[src/rtl/ecr_pkg.sv]
package ecr_pkg;

    // ------------------------------------------------------------------
    // Register offsets
    // ------------------------------------------------------------------
    localparam logic [7:0] ECR_OFS_YEAR_STAMP   = 8'h1a;
    localparam logic [7:0] ECR_OFS_EPOCH_BYTE0  = 8'h1b;
    localparam logic [7:0] ECR_OFS_EPOCH_BYTE1  = 8'h1c;
    localparam logic [7:0] ECR_OFS_EPOCH_BYTE2  = 8'h1d;
    localparam logic [7:0] ECR_OFS_EPOCH_BYTE3  = 8'h1e;
    localparam logic [7:0] ECR_OFS_SCRATCH_A    = 8'h1f;
    localparam logic [7:0] ECR_OFS_SCRATCH_B    = 8'h20;

    // ------------------------------------------------------------------
    // Widths, reset values and codes
    // ------------------------------------------------------------------
    localparam int         ECR_EPOCH_W          = 32;
    localparam int         ECR_EPOCH_BYTES      = 4;
    localparam logic [7:0] ECR_BYTE_RST         = 8'h00;
    localparam logic [31:0] ECR_EPOCH_RST       = 32'h0000_0000;
    localparam logic [31:0] ECR_EPOCH_ONE       = 32'h0000_0001;
    localparam logic [7:0] ECR_PROTECT_CODE_ON  = 8'hff;
    localparam logic [3:0] ECR_BCD_MAX_DIGIT    = 4'h9;
    localparam logic [7:0] ECR_RDATA_UNMAPPED   = 8'h00;

    // One register access from the serial bus engine.
    typedef struct packed {
        logic       wr;
        logic       rd;
        logic [7:0] addr;
        logic [7:0] wdata;
    } ecr_req_t;

    // Timestamp capture controls from the event logic.
    typedef struct packed {
        logic       capture_enable;
        logic       overwrite_select;
        logic       clear_trigger;
        logic       event_pulse;
        logic [7:0] year_bcd;
    } ecr_stamp_t;

endpackage

[src/rtl/ecr_regs.sv]
`timescale 1ns/1ps

// Notes on behaviour
// - Year stamp holds two BCD digits 00-99.
// - Year stamp is read-only; writes change nothing.
// - Epoch count is one 32-bit unsigned value.
// - Epoch count wraps from all ones to zero.
// - Epoch count advances once per 1 Hz tick.
// - Increments suppressed while host writes counter bytes.
// - Counter bytes read live, load written byte.
// - Protection blocks counter and RAM writes only.
// - Counter bytes mapped LSB first, 1Bh to 1Eh.
// - Two user RAM bytes at 1Fh and 20h.
// - Protection active only when code is 255.
module ecr_regs
    import ecr_pkg::*;
(
    input  wire logic       I_CORE_CLK,
    input  wire logic       I_NRST,
    input  wire ecr_req_t   I_REQ,
    input  wire logic       I_EPOCH_WR_BUSY,
    input  wire logic       I_TICK_1HZ,
    input  wire ecr_stamp_t I_STAMP,
    input  wire logic [7:0] I_PROTECT_ENABLE_CODE,
    input  wire logic       I_PASSWORD_MATCH,
    output logic [7:0]      O_RDATA,
    output logic            O_RVALID,
    output logic [31:0]     O_EPOCH_COUNT,
    output logic            O_WRITE_PROTECTED
);

    // ------------------------------------------------------------------
    // Decode helpers
    // ------------------------------------------------------------------
    function automatic logic is_epoch_ofs(input logic [7:0] a);
        return (a >= ECR_OFS_EPOCH_BYTE0) && (a <= ECR_OFS_EPOCH_BYTE3);
    endfunction

    function automatic logic [1:0] epoch_lane(input logic [7:0] a);
        logic [7:0] d;
        d = a - ECR_OFS_EPOCH_BYTE0;
        return d[1:0];
    endfunction

    logic [31:0] epoch;
    logic [31:0] next_epoch;
    logic [7:0]  scratch_a;
    logic [7:0]  scratch_b;
    logic [7:0]  year_stamp;
    logic        stamp_held;
    logic        protect_on;
    logic        wr_ok;
    logic        epoch_wr;
    logic        inc_inhibit;
    logic        capture_now;

    // ------------------------------------------------------------------
    // Write protection
    // ------------------------------------------------------------------
    // The password compare lives elsewhere; only its verdict is used here.
    assign protect_on  = (I_PROTECT_ENABLE_CODE == ECR_PROTECT_CODE_ON) &&
                         !I_PASSWORD_MATCH;
    assign wr_ok       = I_REQ.wr && !protect_on;
    assign epoch_wr    = wr_ok && is_epoch_ofs(I_REQ.addr);
    // The strobe itself also inhibits, in case the busy level arrives late.
    assign inc_inhibit = I_EPOCH_WR_BUSY || (I_REQ.wr && is_epoch_ofs(I_REQ.addr));

    // ------------------------------------------------------------------
    // Epoch-seconds counter
    // ------------------------------------------------------------------
    always_comb begin
        next_epoch = epoch;
        if (epoch_wr) begin
            next_epoch[epoch_lane(I_REQ.addr)*8 +: 8] = I_REQ.wdata;
        end else if (I_TICK_1HZ && !inc_inhibit) begin
            // Plain 32-bit addition drops the carry, so all ones wraps to zero.
            next_epoch = epoch + ECR_EPOCH_ONE;
        end
    end

    always_ff @(posedge I_CORE_CLK or negedge I_NRST) begin
        if (!I_NRST) begin
            epoch <= ECR_EPOCH_RST;
        end else begin
            epoch <= next_epoch;
        end
    end

    // ------------------------------------------------------------------
    // User RAM bytes
    // ------------------------------------------------------------------
    always_ff @(posedge I_CORE_CLK or negedge I_NRST) begin
        if (!I_NRST) begin
            scratch_a <= ECR_BYTE_RST;
            scratch_b <= ECR_BYTE_RST;
        end else if (wr_ok) begin
            if (I_REQ.addr == ECR_OFS_SCRATCH_A) begin
                scratch_a <= I_REQ.wdata;
            end
            if (I_REQ.addr == ECR_OFS_SCRATCH_B) begin
                scratch_b <= I_REQ.wdata;
            end
        end
    end

    // ------------------------------------------------------------------
    // Year timestamp
    // ------------------------------------------------------------------
    // No write path reaches this byte, so host writes to it simply fall away.
    // Clearing frees the slot at once, so an event in the clearing cycle is never lost.
    assign capture_now = I_STAMP.capture_enable && I_STAMP.event_pulse &&
                         (I_STAMP.overwrite_select || !stamp_held ||
                          I_STAMP.clear_trigger);

    always_ff @(posedge I_CORE_CLK or negedge I_NRST) begin
        if (!I_NRST) begin
            year_stamp <= ECR_BYTE_RST;
            stamp_held <= 1'b0;
        end else if (capture_now) begin
            year_stamp <= I_STAMP.year_bcd;
            stamp_held <= 1'b1;
        end else if (I_STAMP.clear_trigger) begin
            year_stamp <= ECR_BYTE_RST;
            stamp_held <= 1'b0;
        end
    end

    // ------------------------------------------------------------------
    // Read path
    // ------------------------------------------------------------------
    // Reads are never protected; unmapped offsets answer zero.
    always_ff @(posedge I_CORE_CLK or negedge I_NRST) begin
        if (!I_NRST) begin
            O_RDATA <= ECR_RDATA_UNMAPPED;
        end else if (I_REQ.rd) begin
            if (is_epoch_ofs(I_REQ.addr)) begin
                O_RDATA <= epoch[epoch_lane(I_REQ.addr)*8 +: 8];
            end else if (I_REQ.addr == ECR_OFS_YEAR_STAMP) begin
                O_RDATA <= year_stamp;
            end else if (I_REQ.addr == ECR_OFS_SCRATCH_A) begin
                O_RDATA <= scratch_a;
            end else if (I_REQ.addr == ECR_OFS_SCRATCH_B) begin
                O_RDATA <= scratch_b;
            end else begin
                O_RDATA <= ECR_RDATA_UNMAPPED;
            end
        end
    end

    always_ff @(posedge I_CORE_CLK or negedge I_NRST) begin
        if (!I_NRST) begin
            O_RVALID <= 1'b0;
        end else begin
            O_RVALID <= I_REQ.rd;
        end
    end

    always_ff @(posedge I_CORE_CLK or negedge I_NRST) begin
        if (!I_NRST) begin
            O_WRITE_PROTECTED <= 1'b0;
        end else begin
            O_WRITE_PROTECTED <= protect_on;
        end
    end

    assign O_EPOCH_COUNT = epoch;
endmodule

[config.mk]
export PLATFORM = sky130hd
export DESIGN_NAME = ecr_regs
export DESIGN_NICKNAME = d
export VERILOG_FILES = /design/src/rtl/ecr_pkg.sv /design/src/rtl/ecr_regs.sv
export SDC_FILE = /design/constraint.sdc
export NUM_CORES = 1
export LEC_CHECK = 0
export BUFFER_PORTS_ARGS = -buffer_cell sky130_fd_sc_hd__buf_2
export CORE_MARGIN = 2
export CORE_UTILIZATION = 55
export DETAILED_ROUTE_END_ITERATION = 10
export PLACE_DENSITY = 0.8
export SYNTH_ARGS = -nofsm -noshare
export SYNTH_HDL_FRONTEND = slang
export SYNTH_SLANG_ARGS = --single-unit
[constraint.sdc]
create_clock -name I_CORE_CLK -period 3 [get_ports I_CORE_CLK]
set_input_delay 0.45 -clock I_CORE_CLK [delete_from_list [all_inputs] [get_ports I_CORE_CLK]]
set_output_delay 0.45 -clock I_CORE_CLK [all_outputs]
set_load 0.02 [all_outputs]
* Word-level counts from Yosys, hierarchy flattened
Index checks and enable logic that the tools add are counted.
** Cells by class
- Add/subtract/negate cells :: 3
- Magnitude comparators :: 2
- Eq/ne operators :: 4
- Shifts and indexed selects :: 3
- Multiplexer cells :: 11
- Reductions and logical operators :: 19
** Operators with widths (count)
- 32-bit 2-to-1 mux :: 2
- 8-bit 2-to-1 mux :: 6
- 5-bit negator with 34-bit output :: 1
- 8-bit by 34-bit variable shift with 32-bit output, first input constant :: 1
- 8-bit by 34-bit indexed part select with 32-bit output :: 1
- 32-bit by 1-bit adder with 32-bit output, second input constant :: 1
- 32-bit bitwise mux :: 1
- 32-bit by 6-bit indexed part select with 8-bit output :: 1
- 8-bit by 5-bit equality test with 1-bit output, second input constant :: 2
- 8-bit by 6-bit equality test with 1-bit output, second input constant :: 1
- 8-bit equality test, second input constant :: 1
- 8-bit by 5-bit greater-or-equal comparator with 1-bit output, second input constant :: 1
- 8-bit by 5-bit <= comparator with 1-bit output, second input constant :: 1
- 1-bit logical AND :: 8
- 1-bit zero test :: 4
- 2-bit AND reduction :: 2
- 2-bit nonzero test :: 2
- 1-bit logical OR :: 3
- 1-bit 2-to-1 mux :: 2
- 2-bit subtractor, second input constant :: 1
** Word-level totals
- Bits in registers :: 67
- Bits of input ports :: 43
- Logic and storage cells :: 50

* Logic depth before layout (Yosys ltp)
- Depth in word-level cells :: 8
- Mapped depth :: 10
- Mapped depth without buffers :: 7

* Worst setup path before layout
No wires, ideal clock.
- Kind :: reg2reg
- From :: register epoch[0], in the netlist O_EPOCH_COUNT[0]
- To :: register epoch[22], in the netlist O_EPOCH_COUNT[22]
- Arrival :: 2.389 ns
- Data required time :: 2.934 ns
- Setup slack :: 0.545 ns
- Stages on the path, launching flop included :: 7
- Path buffers :: 0
- Cells stage by stage :: dfrtp_1 -> ha_1 -> nand3_1 -> or4_1 -> or4b_2 -> a22oi_1 -> o32a_1
** Between the ends
- Word-level cells in the longest chain between the ends :: 3
** Ends and longest elaborated chain
- start: declaration :: RTL line ecr_regs.sv:45 : logic [31:0] epoch;
- start signal: assignment :: RTL line ecr_regs.sv:85 : epoch <= next_epoch;
- 32-bit by 1-bit adder with 32-bit output :: RTL line ecr_regs.sv:77 : next_epoch = epoch + ECR_EPOCH_ONE;
- 32-bit 2-to-1 mux :: RTL line ecr_regs.sv:75 : end else if (I_TICK_1HZ && !inc_inhibit) begin
- 32-bit 2-to-1 mux :: RTL line ecr_regs.sv:73 : if (epoch_wr) begin
No other way between the ends. The select of a mux whose other input is x is not followed.
A chain may end at the register's enable or synchronous reset.

* Worst setup path in the final report
- From :: register epoch[1], in the netlist O_EPOCH_COUNT[1]
- To :: register epoch[22], in the netlist O_EPOCH_COUNT[22]
Same word-level chain as after synthesis.

==> flow_summary.toml <==
[worst_setup_path]
timing_worst_setup_path_type = "flop to flop"
slowest_delay_ns = 0.67
cp_slowest_cell = "or4_1"
critPathLaunchType = "flop"
r2r_cells = 6
worstSetupEndpoint = "O_EPOCH_COUNT[22]"
endpoint_kind = "flop"
critPathRequiredTime_ns = 3.29
reg2reg_slack_ns = 0.41
crit_arrival_ns = 2.88
critPathLaunch = "O_EPOCH_COUNT[1]"
cp_top_family = "simple AND/OR/NAND/NOR gates"
r2r-end = "O_EPOCH_COUNT[22]"
path_buf_inv = 0
path_depth = 6
crit_fanout = 6
r2r-start = "O_EPOCH_COUNT[1]"
crit_chain = "ha_1 -> nand3_1 -> or4_1 -> or4b_2 -> a22oi_1 -> o32a_1"

[clock_network]
cts_root_buffer = "clkbuf_8"
insertion_delay_ns = 0.35
cts_resized = 0
clkTransAtPathRegs_ns = 0.08
cts_setup_buffers = 0
cts_tree = "yes"
cts_buffer_depth = 2
cts-hold-fix-buffers = 0
numCtsBuffers = 9
clock-sinks = 67
cts_max_level = 3

[sta]
rsz0062_at_grt = "no"
tightest_slew_ns = 0.945
finalSetupViolCount = 0
hold_viol_final = 0
finalHoldWorstSlack_ns = 0.146
fin_crit_ns = 2.59
min_period_over_period_pct = 86.3
fmax_mhz = 386
maxSlewViolCount = 0
skew_ns = 0.0166
max-slew-margin-rel_pct = 36.9
setup_tns_ns = 0

[synth]
synth_top_cell_area_share_pct = 38.8
syn_inst = 458
synth-seq-cells = 67
synth_edf_count = 0
synth.most_common_cell = "dfrtp_1"
synth.area.top_cells = "dfrtp_1 39%, mux2_2 6.2%, nand2_1 4.4%, mux4_2 4.2%, nor2_1 2.7%"
ys_seq_area_share_pct = 38.8
ys_top_cells_by_count = "67 x dfrtp_1, 51 x nand2_1, 31 x nor2_1"
synth.avg_cell_area_um2 = 9.44
ys.warnings.count = 0
syn-cell-area_um2 = 4330
syn_nets = 509
ys_async_sr_fraction_pct = 100
synthFlopType = "dfrtp_1"
synth_top_area_cell = "dfrtp_1"
synth_cell_types = 62

[place]
gp_congestion = 0.978
portBuffers = 84
dp_hpwl_um = 10700

[global_route]
grt_pass1_vias = 4155
antenna_found_initial = 0
grt_max_degree = 38
overflow = 0
grt_pass1_wl_um = 22500
grt_usage_pct = 34.6

[cells_and_area]
area_growth_pct = 19.7
diodes = 0
nNetsFinal = 603
drive_gt1_share_pct = 30.3
utilization_pct = 67.4

[detailed_routing]
avgViaCountPerCell = 6.83
drtPass1Iterations = 9
drt_iter0_markers = 537
wl_per_cell_um = 22.3
remaining_drc_errors = 0
num_vias = 4503
finalWirelength_um = 14700
postRouteAntennaNets = 0

[pwr]
ir_worst_vdd_mv = 0.258
p_leak_nw = 2.32
design_power_total_w = 0.00262
internal-power_w = 0.00165
power.share.clock_pct = 31.1
swShare_pct = 37.2
p_per_area_nw_per_um2 = 506
p_seq_share_pct = 44.7
pwr-share-comb_pct = 24.1
p_switching_w = 0.000975

[die]
design.die.area_um2 = 8590
die_y_um = 92.7
num_rows = 32
design.core.area_um2 = 7690
initial_core_util_pct = 56.3
die_x_um = 92.7
ioPinCount = 85

[min_path]
hp-class = "input port to asynchronous set/reset pin"

[status]
status = "finished, final reports clean"

[flow_run]
drv_cap = 0
==> power groups by stage <==
stage | Combinational [W] | Clock [W] | Sequential [W]
3_3_place_gp | 0.000613 | 0 | 0.00117
5_1_grt | 0.000681 | 0.000861 | 0.00118
3_5_place_dp | 0.000621 | 0 | 0.00117
6_report | 0.000632 | 0.000816 | 0.00117
4_1_cts | 0.000625 | 0.000819 | 0.00116
2_1_floorplan | 0.000290 | 0 | 0.00121
==> final cells by class <==
class | count | area, um^2
clock buffer | 9 | 124
clock inverter | 7 | 83.8
fill | 643 | 2510
inverter | 20 | 75.1
multi-input combinational | 345 | 2460
sequential | 67 | 1680
tap | 102 | 128
timing repair buffer | 109 | 633
==> worst min-delay path by stage <==
stage / startpoint / end / cells after the start
floorplan: I_NRST / O_EPOCH_COUNT[0] / 0
global placement: stamp_held / stamp_held / 2
detailed placement: stamp_held / stamp_held / 2
CTS: I_NRST / O_EPOCH_COUNT[20] / 1
global route: I_NRST / O_EPOCH_COUNT[20] / 1
finish: I_NRST / O_EPOCH_COUNT[20] / 1
==> per-stage QoR <==
step	cells	setup slack (ns)	area [um^2]
after floorplan	458	0.545	4330
after global placement	643	0.233	4970
after detailed placement	643	0.197	4970
after CTS	659	0.491	5180
after global routing	659	0.330	5180
final	659	0.411	5180
==> layer usage <==
| layer | GRT usage (%) | vias to the layer above | part of all wire, % |
|---|---|---|---|
| li1 | - | 1952 | - |
| met1 | 49.5 | 2158 | 41 |
| met2 | 52.3 | 324 | 44 |
| met3 | 7.97 | 69 | 12 |
| met4 | 11.4 | 0 | 3.5 |
| met5 | 0 | - | 0 |
==> sequential cells by signal, indices dropped and copies added, names as in the netlist <==
signal	count
O_EPOCH_COUNT	32
O_RDATA	8
O_RVALID	1
O_WRITE_PROTECTED	1
scratch_a	8
scratch_b	8
stamp_held	1
year_stamp	8
==> cell usage in the layout (no fill, tap or decap), types with 9 or more instances in the layout <==
cell type  synthesis  final
clkbuf_8           0      9
mux2_2            24     24
nor3_1            18     18
nand4_1           13     13
dfrtp_1           67     67
a22o_1             9      9
nand2b_1          11     11
nand2_1           51     51
buf_4              0     23
inv_1             20     20
o21ai_0           12     12
nor2_1            31     31
a22oi_1           15     15
o22ai_1           13     13
buf_2              6     84
a21oi_1           13     13
a221oi_1          10     10
nand3_1           19     19
==> cells by family after synthesis <==
| logic type | count (synthesis) | share of synthesized area (%) |
|---|---|---|
| compound gates | 120 | 21.3 |
| flops | 67 | 38.8 |
| buf+inv | 46 | 4.51 |
| mux | 34 | 10.9 |
| simple gates | 183 | 22.2 |
| fa+ha+maj | 8 | 2.31 |
Note: power is estimated with default switching activity, not from simulation.
